[config.mk]
export PLATFORM = sky130hd
export DESIGN_NAME = cpu_regs
export DESIGN_NICKNAME = d
export VERILOG_FILES = /design/src/cpu_regs_pkg.sv /design/src/byte_unit.sv /design/src/addr_former.sv /design/src/cpu_regs.sv
export VERILOG_INCLUDE_DIRS = /design/src
export SDC_FILE = /design/constraint.sdc
export NUM_CORES = 1
export LEC_CHECK = 0
export BUFFER_PORTS_ARGS = -buffer_cell sky130_fd_sc_hd__buf_4
export CORE_UTILIZATION = 45
export CTS_CLUSTER_DIAMETER = 80
export DETAILED_ROUTE_END_ITERATION = 16
export PLACE_DENSITY = 0.75
export SLEW_MARGIN = 20
export SYNTH_ARGS = -nofsm -noshare
export SYNTH_HDL_FRONTEND = slang
export SYNTH_HIERARCHICAL = 1
export SYNTH_SLANG_ARGS = --single-unit
[constraint.sdc]
create_clock -name sys_clk -period 4.2 [get_ports sys_clk]
set_input_delay 0.63 -clock sys_clk [delete_from_list [all_inputs] [get_ports sys_clk]]
set_output_delay 0.63 -clock sys_clk [all_outputs]
set_load 0.005 [all_outputs]
[src/cpu_regs_params.svh]
// Purpose: Constants for the programmer-visible register set.
// Assumes: One bus clock, synchronous active-high reset.
// Notes:   Included by the cpu_regs design module only; the package does not include it.
//
// What this block does
// - Eight-bit result register feeds ALU, loads, stores.
// - Reset leaves the result register unchanged.
// - Index pointer is upper byte over lower byte.
// - Indexed addressing uses full sixteen-bit pointer.
// - Legacy instructions touch only lower pointer byte.
// - Reset clears the upper pointer byte.
// - Reset leaves the lower pointer byte unchanged.
// - Lower byte supports unary ALU operations.
// - Stack pointer addresses next free stack location.
// - Calls and interrupts save state on stack.
// - Stack adjust adds sign-extended eight-bit immediate.
// - Reset loads stack pointer with 0x00ff.
// - Stack low reload changes only low byte.
// - CPU registers have no memory addresses.
// - One linear 64-Kbyte space, sixteen-bit addresses.
// - Direct addresses confined to page zero.
// - Branches add signed eight-bit offset to fetch pointer.
// - Reset loads fetch pointer from vector bytes.
// - Fetch pointer advances unless flow changes.
// - Condition flag bits 6 and 5 read one.
`ifndef CPU_REGS_PARAMS_SVH
`define CPU_REGS_PARAMS_SVH

`define SP_RESET         16'h00ff
`define SP_LOW_RELOAD    8'hff
`define IDX_HI_RESET     8'h00
`define VEC_ADDR_HI      16'hfffe
`define VEC_ADDR_LO      16'hffff
`define FLAGS_ONE_MASK   8'h60
`define FLAGS_RESET      8'h68
`define FLAG_BIT_I       3
`define STACK_PUSH_BYTES 16'h0001

`endif

[src/cpu_regs_pkg.sv]
// Purpose: Operation codes for the register set.
// Assumes: Codes are driven by the instruction sequencer.
// Notes:   Constants live in the params header.
package cpu_regs_pkg;

  typedef enum logic [3:0] {
    byte_nop   = 4'h0,
    byte_load  = 4'h1,
    byte_clear = 4'h2,
    byte_inc   = 4'h3,
    byte_dec   = 4'h4,
    byte_com   = 4'h5,
    byte_neg   = 4'h6,
    byte_asl   = 4'h7,
    byte_lsr   = 4'h8,
    byte_asr   = 4'h9,
    byte_rol   = 4'ha,
    byte_ror   = 4'hb
  } byte_op_type;

  typedef enum logic [2:0] {
    sp_nop      = 3'h0,
    sp_load     = 3'h1,
    sp_adjust   = 3'h2,
    sp_low_load = 3'h3,
    sp_push     = 3'h4,
    sp_pull     = 3'h5
  } sp_op_type;

  typedef enum logic [2:0] {
    pc_hold     = 3'h0,
    pc_advance  = 3'h1,
    pc_load     = 3'h2,
    pc_branch   = 3'h3,
    pc_vec_hi   = 3'h4,
    pc_vec_lo   = 3'h5
  } pc_op_type;

  typedef enum logic [1:0] {
    addr_index  = 2'h0,
    addr_direct = 2'h1,
    addr_ext    = 2'h2,
    addr_stack  = 2'h3
  } addr_mode_type;

  typedef enum logic [1:0] {
    rst_vec_hi   = 2'b00,
    rst_vec_lo   = 2'b01,
    rst_done     = 2'b10
  } rst_state_type;

endpackage : cpu_regs_pkg

[src/byte_unit.sv]
// Purpose: Eight-bit unary operation unit for a general byte register.
// Assumes: Carry in comes from the condition flags.
// Notes:   Purely combinational; carry out for shifts, rotates, complement and negate.
`timescale 1ns/1ps
`default_nettype none
module byte_unit
  import cpu_regs_pkg::*;
#(
  parameter int WIDTH = 8
) (
  input  wire cpu_regs_pkg::byte_op_type op,
  input  wire logic [WIDTH-1:0]          value,
  input  wire logic [WIDTH-1:0]          load_data,
  input  wire logic                      carry_in,
  output logic [WIDTH-1:0]               result,
  output logic                           carry_out
);
  always_comb begin
    result    = value;
    carry_out = carry_in;
    unique case (op)
      byte_nop:   result = value;
      byte_load:  result = load_data;
      byte_clear: result = '0;
      byte_inc:   result = value + 1'b1;
      byte_dec:   result = value - 1'b1;
      byte_com:   begin
        result    = ~value;
        carry_out = 1'b1;
      end
      byte_neg:   begin
        result    = ~value + 1'b1;
        carry_out = |value;
      end
      byte_asl:   begin
        result    = {value[WIDTH-2:0], 1'b0};
        carry_out = value[WIDTH-1];
      end
      byte_lsr:   begin
        result    = {1'b0, value[WIDTH-1:1]};
        carry_out = value[0];
      end
      byte_asr:   begin
        result    = {value[WIDTH-1], value[WIDTH-1:1]};
        carry_out = value[0];
      end
      byte_rol:   begin
        result    = {value[WIDTH-2:0], carry_in};
        carry_out = value[WIDTH-1];
      end
      byte_ror:   begin
        result    = {carry_in, value[WIDTH-1:1]};
        carry_out = value[0];
      end
      default:    result = value;
    endcase
  end
endmodule : byte_unit
`default_nettype wire

[src/addr_former.sv]
// Purpose: Forms the sixteen-bit operand address for a memory access.
// Assumes: One linear 64-Kbyte space.
// Notes:   Combinational; the top registers its result.
`timescale 1ns/1ps
`default_nettype none
module addr_former
  import cpu_regs_pkg::*;
(
  input  wire cpu_regs_pkg::addr_mode_type mode,
  input  wire logic [15:0]                 index_ptr,
  input  wire logic [15:0]                 stack_ptr,
  input  wire logic [15:0]                 operand,
  output logic [15:0]                      addr
);
  always_comb begin
    unique case (mode)
      addr_index:  addr = index_ptr + operand;
      addr_direct: addr = {8'h00, operand[7:0]};
      addr_ext:    addr = operand;
      addr_stack:  addr = stack_ptr + operand;
    endcase
  end
endmodule : addr_former
`default_nettype wire

[src/cpu_regs.sv]
// Purpose: Programmer-visible CPU registers: result, index, stack,
//          fetch pointer and condition flags.
// Assumes: Sequencer asserts write strobes on the writing edge of each
//          instruction; memory read data arrives with the vector strobes.
// Notes:   No register here has a memory address.
`timescale 1ns/1ps
`default_nettype none
`include "cpu_regs_params.svh"
module cpu_regs
  import cpu_regs_pkg::*;
(
  input  wire logic                        sys_clk,
  input  wire logic                        reset,
  input  wire cpu_regs_pkg::byte_op_type   acc_op,
  input  wire logic [7:0]                  acc_data,
  input  wire cpu_regs_pkg::byte_op_type   idx_lo_op,
  input  wire logic [7:0]                  idx_lo_data,
  input  wire logic                        idx_hi_load,
  input  wire logic [7:0]                  idx_hi_data,
  input  wire logic                        idx_word_load,
  input  wire logic [15:0]                 idx_word_data,
  input  wire cpu_regs_pkg::sp_op_type     sp_op,
  input  wire logic [15:0]                 sp_data,
  input  wire cpu_regs_pkg::pc_op_type     pc_op,
  input  wire logic [15:0]                 pc_data,
  input  wire logic [7:0]                  mem_rdata,
  input  wire logic                        flags_load,
  input  wire logic [7:0]                  flags_data,
  input  wire logic                        carry_use_unit,
  input  wire cpu_regs_pkg::addr_mode_type addr_mode,
  input  wire logic [15:0]                 addr_operand,
  output logic [7:0]                       accumulator,
  output logic [15:0]                      index_pointer,
  output logic [15:0]                      stack_pointer,
  output logic [15:0]                      fetch_pointer,
  output logic [7:0]                       condition_flags,
  output logic [15:0]                      operand_addr,
  output logic [15:0]                      vector_addr,
  output logic                             vector_fetch,
  output logic                             reset_done
);
  logic [7:0]    acc_r;
  logic [7:0]    idx_hi_r;
  logic [7:0]    idx_lo_r;
  logic [15:0]   sp_r;
  logic [15:0]   pc_r;
  logic [7:0]    flags_r;
  logic [15:0]   oaddr_r;
  logic [15:0]   vaddr_r;
  logic          vfetch_r;
  logic          done_r;
  rst_state_type rst_r;
  rst_state_type rst_nxt;

  logic [7:0]    acc_nxt;
  logic [7:0]    idx_lo_nxt;
  logic          acc_carry;
  logic          idx_carry;
  logic [15:0]   sp_nxt;
  logic [15:0]   pc_nxt;
  logic [15:0]   addr_nxt;

  byte_unit #(.WIDTH(8)) acc_unit (
    .op        (acc_op),
    .value     (acc_r),
    .load_data (acc_data),
    .carry_in  (flags_r[0]),
    .result    (acc_nxt),
    .carry_out (acc_carry)
  );

  byte_unit #(.WIDTH(8)) idx_unit (
    .op        (idx_lo_op),
    .value     (idx_lo_r),
    .load_data (idx_lo_data),
    .carry_in  (flags_r[0]),
    .result    (idx_lo_nxt),
    .carry_out (idx_carry)
  );

  addr_former addr_unit (
    .mode      (addr_mode),
    .index_ptr ({idx_hi_r, idx_lo_r}),
    .stack_ptr (sp_r),
    .operand   (addr_operand),
    .addr      (addr_nxt)
  );

  // Result register has no reset branch on purpose.
  always_ff @(posedge sys_clk) begin
    acc_r <= acc_nxt;
  end

  // The lower index byte also carries no reset value.
  always_ff @(posedge sys_clk) begin
    if (idx_word_load) begin
      idx_lo_r <= idx_word_data[7:0];
    end else begin
      idx_lo_r <= idx_lo_nxt;
    end
  end

  always_ff @(posedge sys_clk) begin
    if (reset) begin
      idx_hi_r <= `IDX_HI_RESET;
    end else if (idx_word_load) begin
      idx_hi_r <= idx_word_data[15:8];
    end else if (idx_hi_load) begin
      idx_hi_r <= idx_hi_data;
    end
  end

  always_comb begin
    unique case (sp_op)
      sp_nop:      sp_nxt = sp_r;
      sp_load:     sp_nxt = sp_data;
      sp_adjust:   sp_nxt = sp_r + {{8{sp_data[7]}}, sp_data[7:0]};
      sp_low_load: sp_nxt = {sp_r[15:8], `SP_LOW_RELOAD};
      sp_push:     sp_nxt = sp_r - `STACK_PUSH_BYTES;
      sp_pull:     sp_nxt = sp_r + `STACK_PUSH_BYTES;
      default:     sp_nxt = sp_r;
    endcase
  end

  always_ff @(posedge sys_clk) begin
    if (reset) begin
      sp_r <= `SP_RESET;
    end else begin
      sp_r <= sp_nxt;
    end
  end

  // Reset vector fetch: high byte then low byte, then hand over.
  always_comb begin
    rst_nxt = rst_r;
    unique case (rst_r)
      rst_vec_hi: rst_nxt = rst_vec_lo;
      rst_vec_lo: rst_nxt = rst_done;
      rst_done:   rst_nxt = rst_done;
      default:    rst_nxt = rst_vec_hi;
    endcase
  end

  always_ff @(posedge sys_clk) begin
    if (reset) begin
      rst_r <= rst_vec_hi;
    end else begin
      rst_r <= rst_nxt;
    end
  end

  // Registered copy of the hand-over state so the output is a flip-flop.
  always_ff @(posedge sys_clk) begin
    if (reset) begin
      done_r <= 1'b0;
    end else begin
      done_r <= (rst_nxt == rst_done);
    end
  end

  always_ff @(posedge sys_clk) begin
    if (reset) begin
      vaddr_r  <= `VEC_ADDR_HI;
      vfetch_r <= 1'b1;
    end else begin
      vaddr_r  <= `VEC_ADDR_LO;
      vfetch_r <= (rst_r == rst_vec_hi);
    end
  end

  always_comb begin
    unique case (pc_op)
      pc_hold:    pc_nxt = pc_r;
      pc_advance: pc_nxt = pc_r + 16'h0001;
      pc_load:    pc_nxt = pc_data;
      pc_branch:  pc_nxt = pc_r + {{8{pc_data[7]}}, pc_data[7:0]};
      pc_vec_hi:  pc_nxt = {mem_rdata, pc_r[7:0]};
      pc_vec_lo:  pc_nxt = {pc_r[15:8], mem_rdata};
      default:    pc_nxt = pc_r;
    endcase
  end

  // During the vector fetch the sequencer's request is ignored.
  always_ff @(posedge sys_clk) begin
    if (reset) begin
      pc_r <= 16'h0000;
    end else if (rst_r == rst_vec_hi) begin
      pc_r <= {mem_rdata, pc_r[7:0]};
    end else if (rst_r == rst_vec_lo) begin
      pc_r <= {pc_r[15:8], mem_rdata};
    end else begin
      pc_r <= pc_nxt;
    end
  end

  always_ff @(posedge sys_clk) begin
    if (reset) begin
      flags_r <= `FLAGS_RESET;
    end else if (flags_load) begin
      flags_r <= flags_data | `FLAGS_ONE_MASK;
    end else if (carry_use_unit) begin
      flags_r <= {flags_r[7:1], idx_lo_op != byte_nop ? idx_carry
                                                      : acc_carry};
    end
  end

  always_ff @(posedge sys_clk) begin
    if (reset) begin
      oaddr_r <= 16'h0000;
    end else begin
      oaddr_r <= addr_nxt;
    end
  end

  // Outputs straight from flip-flops; none is decoded from an address.
  assign accumulator     = acc_r;
  assign index_pointer   = {idx_hi_r, idx_lo_r};
  assign stack_pointer   = sp_r;
  assign fetch_pointer   = pc_r;
  assign condition_flags = flags_r;
  assign operand_addr    = oaddr_r;
  assign vector_addr     = vaddr_r;
  assign vector_fetch    = vfetch_r;
  assign reset_done      = done_r;
endmodule : cpu_regs
`default_nettype wire

==> results_dict.tcl <==
set metrics [dict create \
    crit_end "stack_pointer[15]" \
    path_cells "buf_4, nand2b_1, nor2_1, a21o_1, ha_1, a21o_1, a21oi_4, o21ai_2, o21a_4, a31o_4, or3_4, a221oi_2" \
    cap_violations 0 \
    first_global_vias 8165 \
    finalNonFillerCells 1523 \
    yosysSeqAreaShare_pct 19.1 \
    p_seq_share_pct 30.6 \
    critPathMaxStageDelay_ns 0.45 \
    ctsResizeCount 0 \
    cpMaxStageDelayCell "nor2_1" \
    die_area_sq_um 19600 \
    routedWlPerCell_um 17.3 \
    synth-async-reset-ratio_pct 0 \
    synthSimpleGateAreaFrac_pct 22.3 \
    clockBufferDepth 2 \
    coreArea_sq_um 18700 \
    drive_gt1_share_pct 23.6 \
    pin_count 224 \
    fin_nets 1461 \
    worstPathMaxFanout 20 \
    cp_num_buf_inv 1 \
    p_sw_w 0.00141 \
    route.detailed.drc 0 \
    synth_top_family_by_area "compound AO/OA/AOI/OAI gates" \
    synth_top_cell_area_share_pct 19.1 \
    clk_pin_slew_ns 0.07 \
    clock-sinks 82 \
    place_inst 1507 \
    ir_drop_uv 225 \
    overflow 0 \
    synth_ff_type "dfxtp_1" \
    hp-class "flop to flop" \
    place_hpwl_um 19900 \
    p_comb_share_pct 45.2 \
    h-tree-depth 3 \
    syn2layout_area_growth_pct 20.0 \
    fin_tns_setup_ns 0 \
    p_sw_share_pct 38.7 \
    rows 50 \
    worst_ep_arrival_time_ns 3.54 \
    tightest_slew_ns 1.00 \
    postSynthCellCount 1136 \
    synth.ff_latch_count 82 \
    r2r_start "idx_lo_r[0]" \
    synth.distinct_cells 99 \
    yosysMostFrequentCell "a21oi_1" \
    die_y_um 140 \
    syn_area_sq_um 8590 \
    synth-compound-area-share_pct 31.9 \
    routabilityCongestion 0.921 \
    dr.pass1.iters 5 \
    startpoint_type "input port" \
    synth_edf_count 0 \
    synth_xor_xnor_area_share_pct 4.59 \
    reg2reg_depth 11 \
    synthAdderAreaFrac_pct 7.69 \
    antenna_left 0 \
    rsz0062_at_grt "false" \
    vias 8912 \
    antenna_found_initial 0 \
    p_leak_nw 4.52 \
    synthTopCellsByCount "118 x a21oi_1, 109 x nor2_1, 82 x dfxtp_1, 82 x o21ai_0, 79 x nand2_1" \
    cp-end-kind "flop" \
    syn_avg_cell_area_sq_um 7.56 \
    fmax_mhz 307 \
    grt_pass1_wl_um 42300 \
    die_w_um 140 \
    routed_wl_um 26300 \
    criticalPathCategory "input port to flop" \
    initial_core_util_pct 45.9 \
    power.internal_w 0.00224 \
    clock-root-buffer "clkbuf_16" \
    skew_ns 0.00930 \
    finalCritPeriodShare_pct 77.7 \
    cp_data_required_time_ns 4.48 \
    grt_max_degree 57 \
    crit_top_cell "a21o_1" \
    run_status "finished, final reports clean" \
    clk_latency_ns 0.35 \
    postCtsSetupBuffers 0 \
    slew_viol_final 0 \
    fillers 1798 \
    synth.area.top_cells "dfxtp_1 19%, ha_1 7.0%, a21oi_1 6.9%" \
    via_per_inst 5.85 \
    path_delay_family "compound AO/OA/AOI/OAI gates" \
    synth_mux_area_share_pct 6.55 \
    yosysTopAreaCell "dfxtp_1" \
    crit-reg2reg-capture "operand_addr[8]" \
    crit_start "sp_op[1]" \
    groute.usage.overall_pct 26.8 \
    hold_buffers 0 \
    powerDensity_nw_per_um2 354 \
    setup_viol 0 \
    tritoncts "yes" \
    r2r_slack_ns 1.27 \
    dpl_cell_area_sq_um 9990 \
    clockPowerShare_pct 24.2 \
    period_needed_ns 3.26 \
    yosysWarnings 6 \
    antenna_cells 0 \
    cp.depth 12 \
    io_buffers 204 \
    drt_iter0_drc 630 \
    maxSlewHeadroom_pct 33.1 \
    final_area_sq_um 10300 \
    cts_buffers 9 \
    hold_violations 0 \
]
[stage by stage]
| step | power [W] | hold WS [ns] | worst slack, ns | util [%] |
|---|---|---|---|---|
| 6_report | 0.00365 | 0.492 | 0.938 | 55.1 |
| 3_5_place_dp | 0.00276 | 0.482 | 0.584 | 53.4 |
| 2_1_floorplan | 0.00224 | 0.466 | 0.661 | - |
| 4_1_cts | 0.00366 | 0.491 | 0.947 | 55.1 |
| 5_1_grt | 0.00390 | 0.492 | 0.711 | 55.1 |
| 3_3_place_gp | 0.00273 | 0.475 | 0.625 | 53.4 |
[final cells by class]
cell class / count / area, sq um / share of cell area (%)
Multi-Input combinational cell: 940 / 6330 / 61.4
Sequential cell: 82 / 1640 / 15.9
Timing Repair Buffer: 207 / 1550 / 15.1
Tap cell: 234 / 293 / 2.84
Clock buffer: 12 / 246 / 2.39
Inverter: 44 / 165 / 1.60
Clock inverter: 4 / 75.1 / 0.728
[routing by layer]
layer	vias to the layer above	part of all wire, %	track usage, %
met5	-	0	0
met4	0	2.2	10.6
met3	34	6.8	4.21
met2	364	46	42.7
met1	4081	45	36.3
li1	4433	-	-
[placed cells by master, fill, tap and decap left out, types with 5 or more instances in the layout]
master and n:
a211oi_1 11, a21o_1 26, a21oi_1 118, a21oi_2 5, a221o_1 5, a222oi_1 6
a22o_1 5, a22oi_1 9, a31oi_1 13, and2_1 10, and3_1 8, buf_4 207
clkbuf_16 9, conb_1 17, dfxtp_1 82, ha_1 48, inv_1 42, mux2_2 26
mux2i_1 27, nand2_1 79, nand2b_1 17, nand3_1 28, nand4_1 5, nor2_1 109
nor2b_1 30, nor3_1 20, nor3b_1 8, nor4_1 7, o211ai_1 13, o21a_1 9
o21ai_0 82, o21ai_1 10, o21bai_1 6, o221ai_1 8, o22ai_1 12, o31ai_1 7
or2_2 6, or3_1 7, xnor2_1 33, xor2_1 12
[cell families (layout without fill, tap and decap cells)]
kind of cell / count (synthesis) / count (layout)
AOI/OAI and AO/OA: 406 / 406
and+or+nand+nor: 368 / 368
buffers and inverters: 130 / 267
DFF: 82 / 82
muxes: 53 / 53
adders and majority gates: 51 / 51
xor gates and xnor gates: 45 / 45
other: 1 / 17
[power groups by stage]
| stage | combinational, W | clock, W | sequential (W) |
|---|---|---|---|
| 6_report | 0.00165 | 0.000884 | 0.00112 |
| 2_1_floorplan | 0.00122 | 0 | 0.00102 |
| 3_5_place_dp | 0.00163 | 0 | 0.00113 |
| 4_1_cts | 0.00164 | 0.000907 | 0.00111 |
| 3_3_place_gp | 0.00160 | 0 | 0.00113 |
| 5_1_grt | 0.00183 | 0.000938 | 0.00114 |
[registers in the layout, indices dropped and copies added (netlist names)]
register	cells
idx_lo_r	8
fetch_pointer	16
operand_addr	16
rst_r	2
accumulator	8
vector_addr	1
vector_fetch	1
idx_hi_r	8
stack_pointer	16
condition_flags	6
[how the worst min path moves through the flow]
stage / cells after the start / startpoint / to
global placement: 2 / condition_flags[7] / condition_flags[7]
floorplan: 2 / condition_flags[3] / condition_flags[3]
finish: 2 / condition_flags[2] / condition_flags[2]
CTS: 2 / idx_word_data[4] / idx_lo_r[4]
global route: 2 / idx_word_data[1] / idx_lo_r[1]
detailed placement: 2 / condition_flags[2] / condition_flags[2]
[tightest hold or removal path: stages (launching register included)]
cell     delay [ns]
dfxtp_1        0.32
mux2i_1        0.06
nor2_1         0.07
Power figures use the tool's default switching activity.
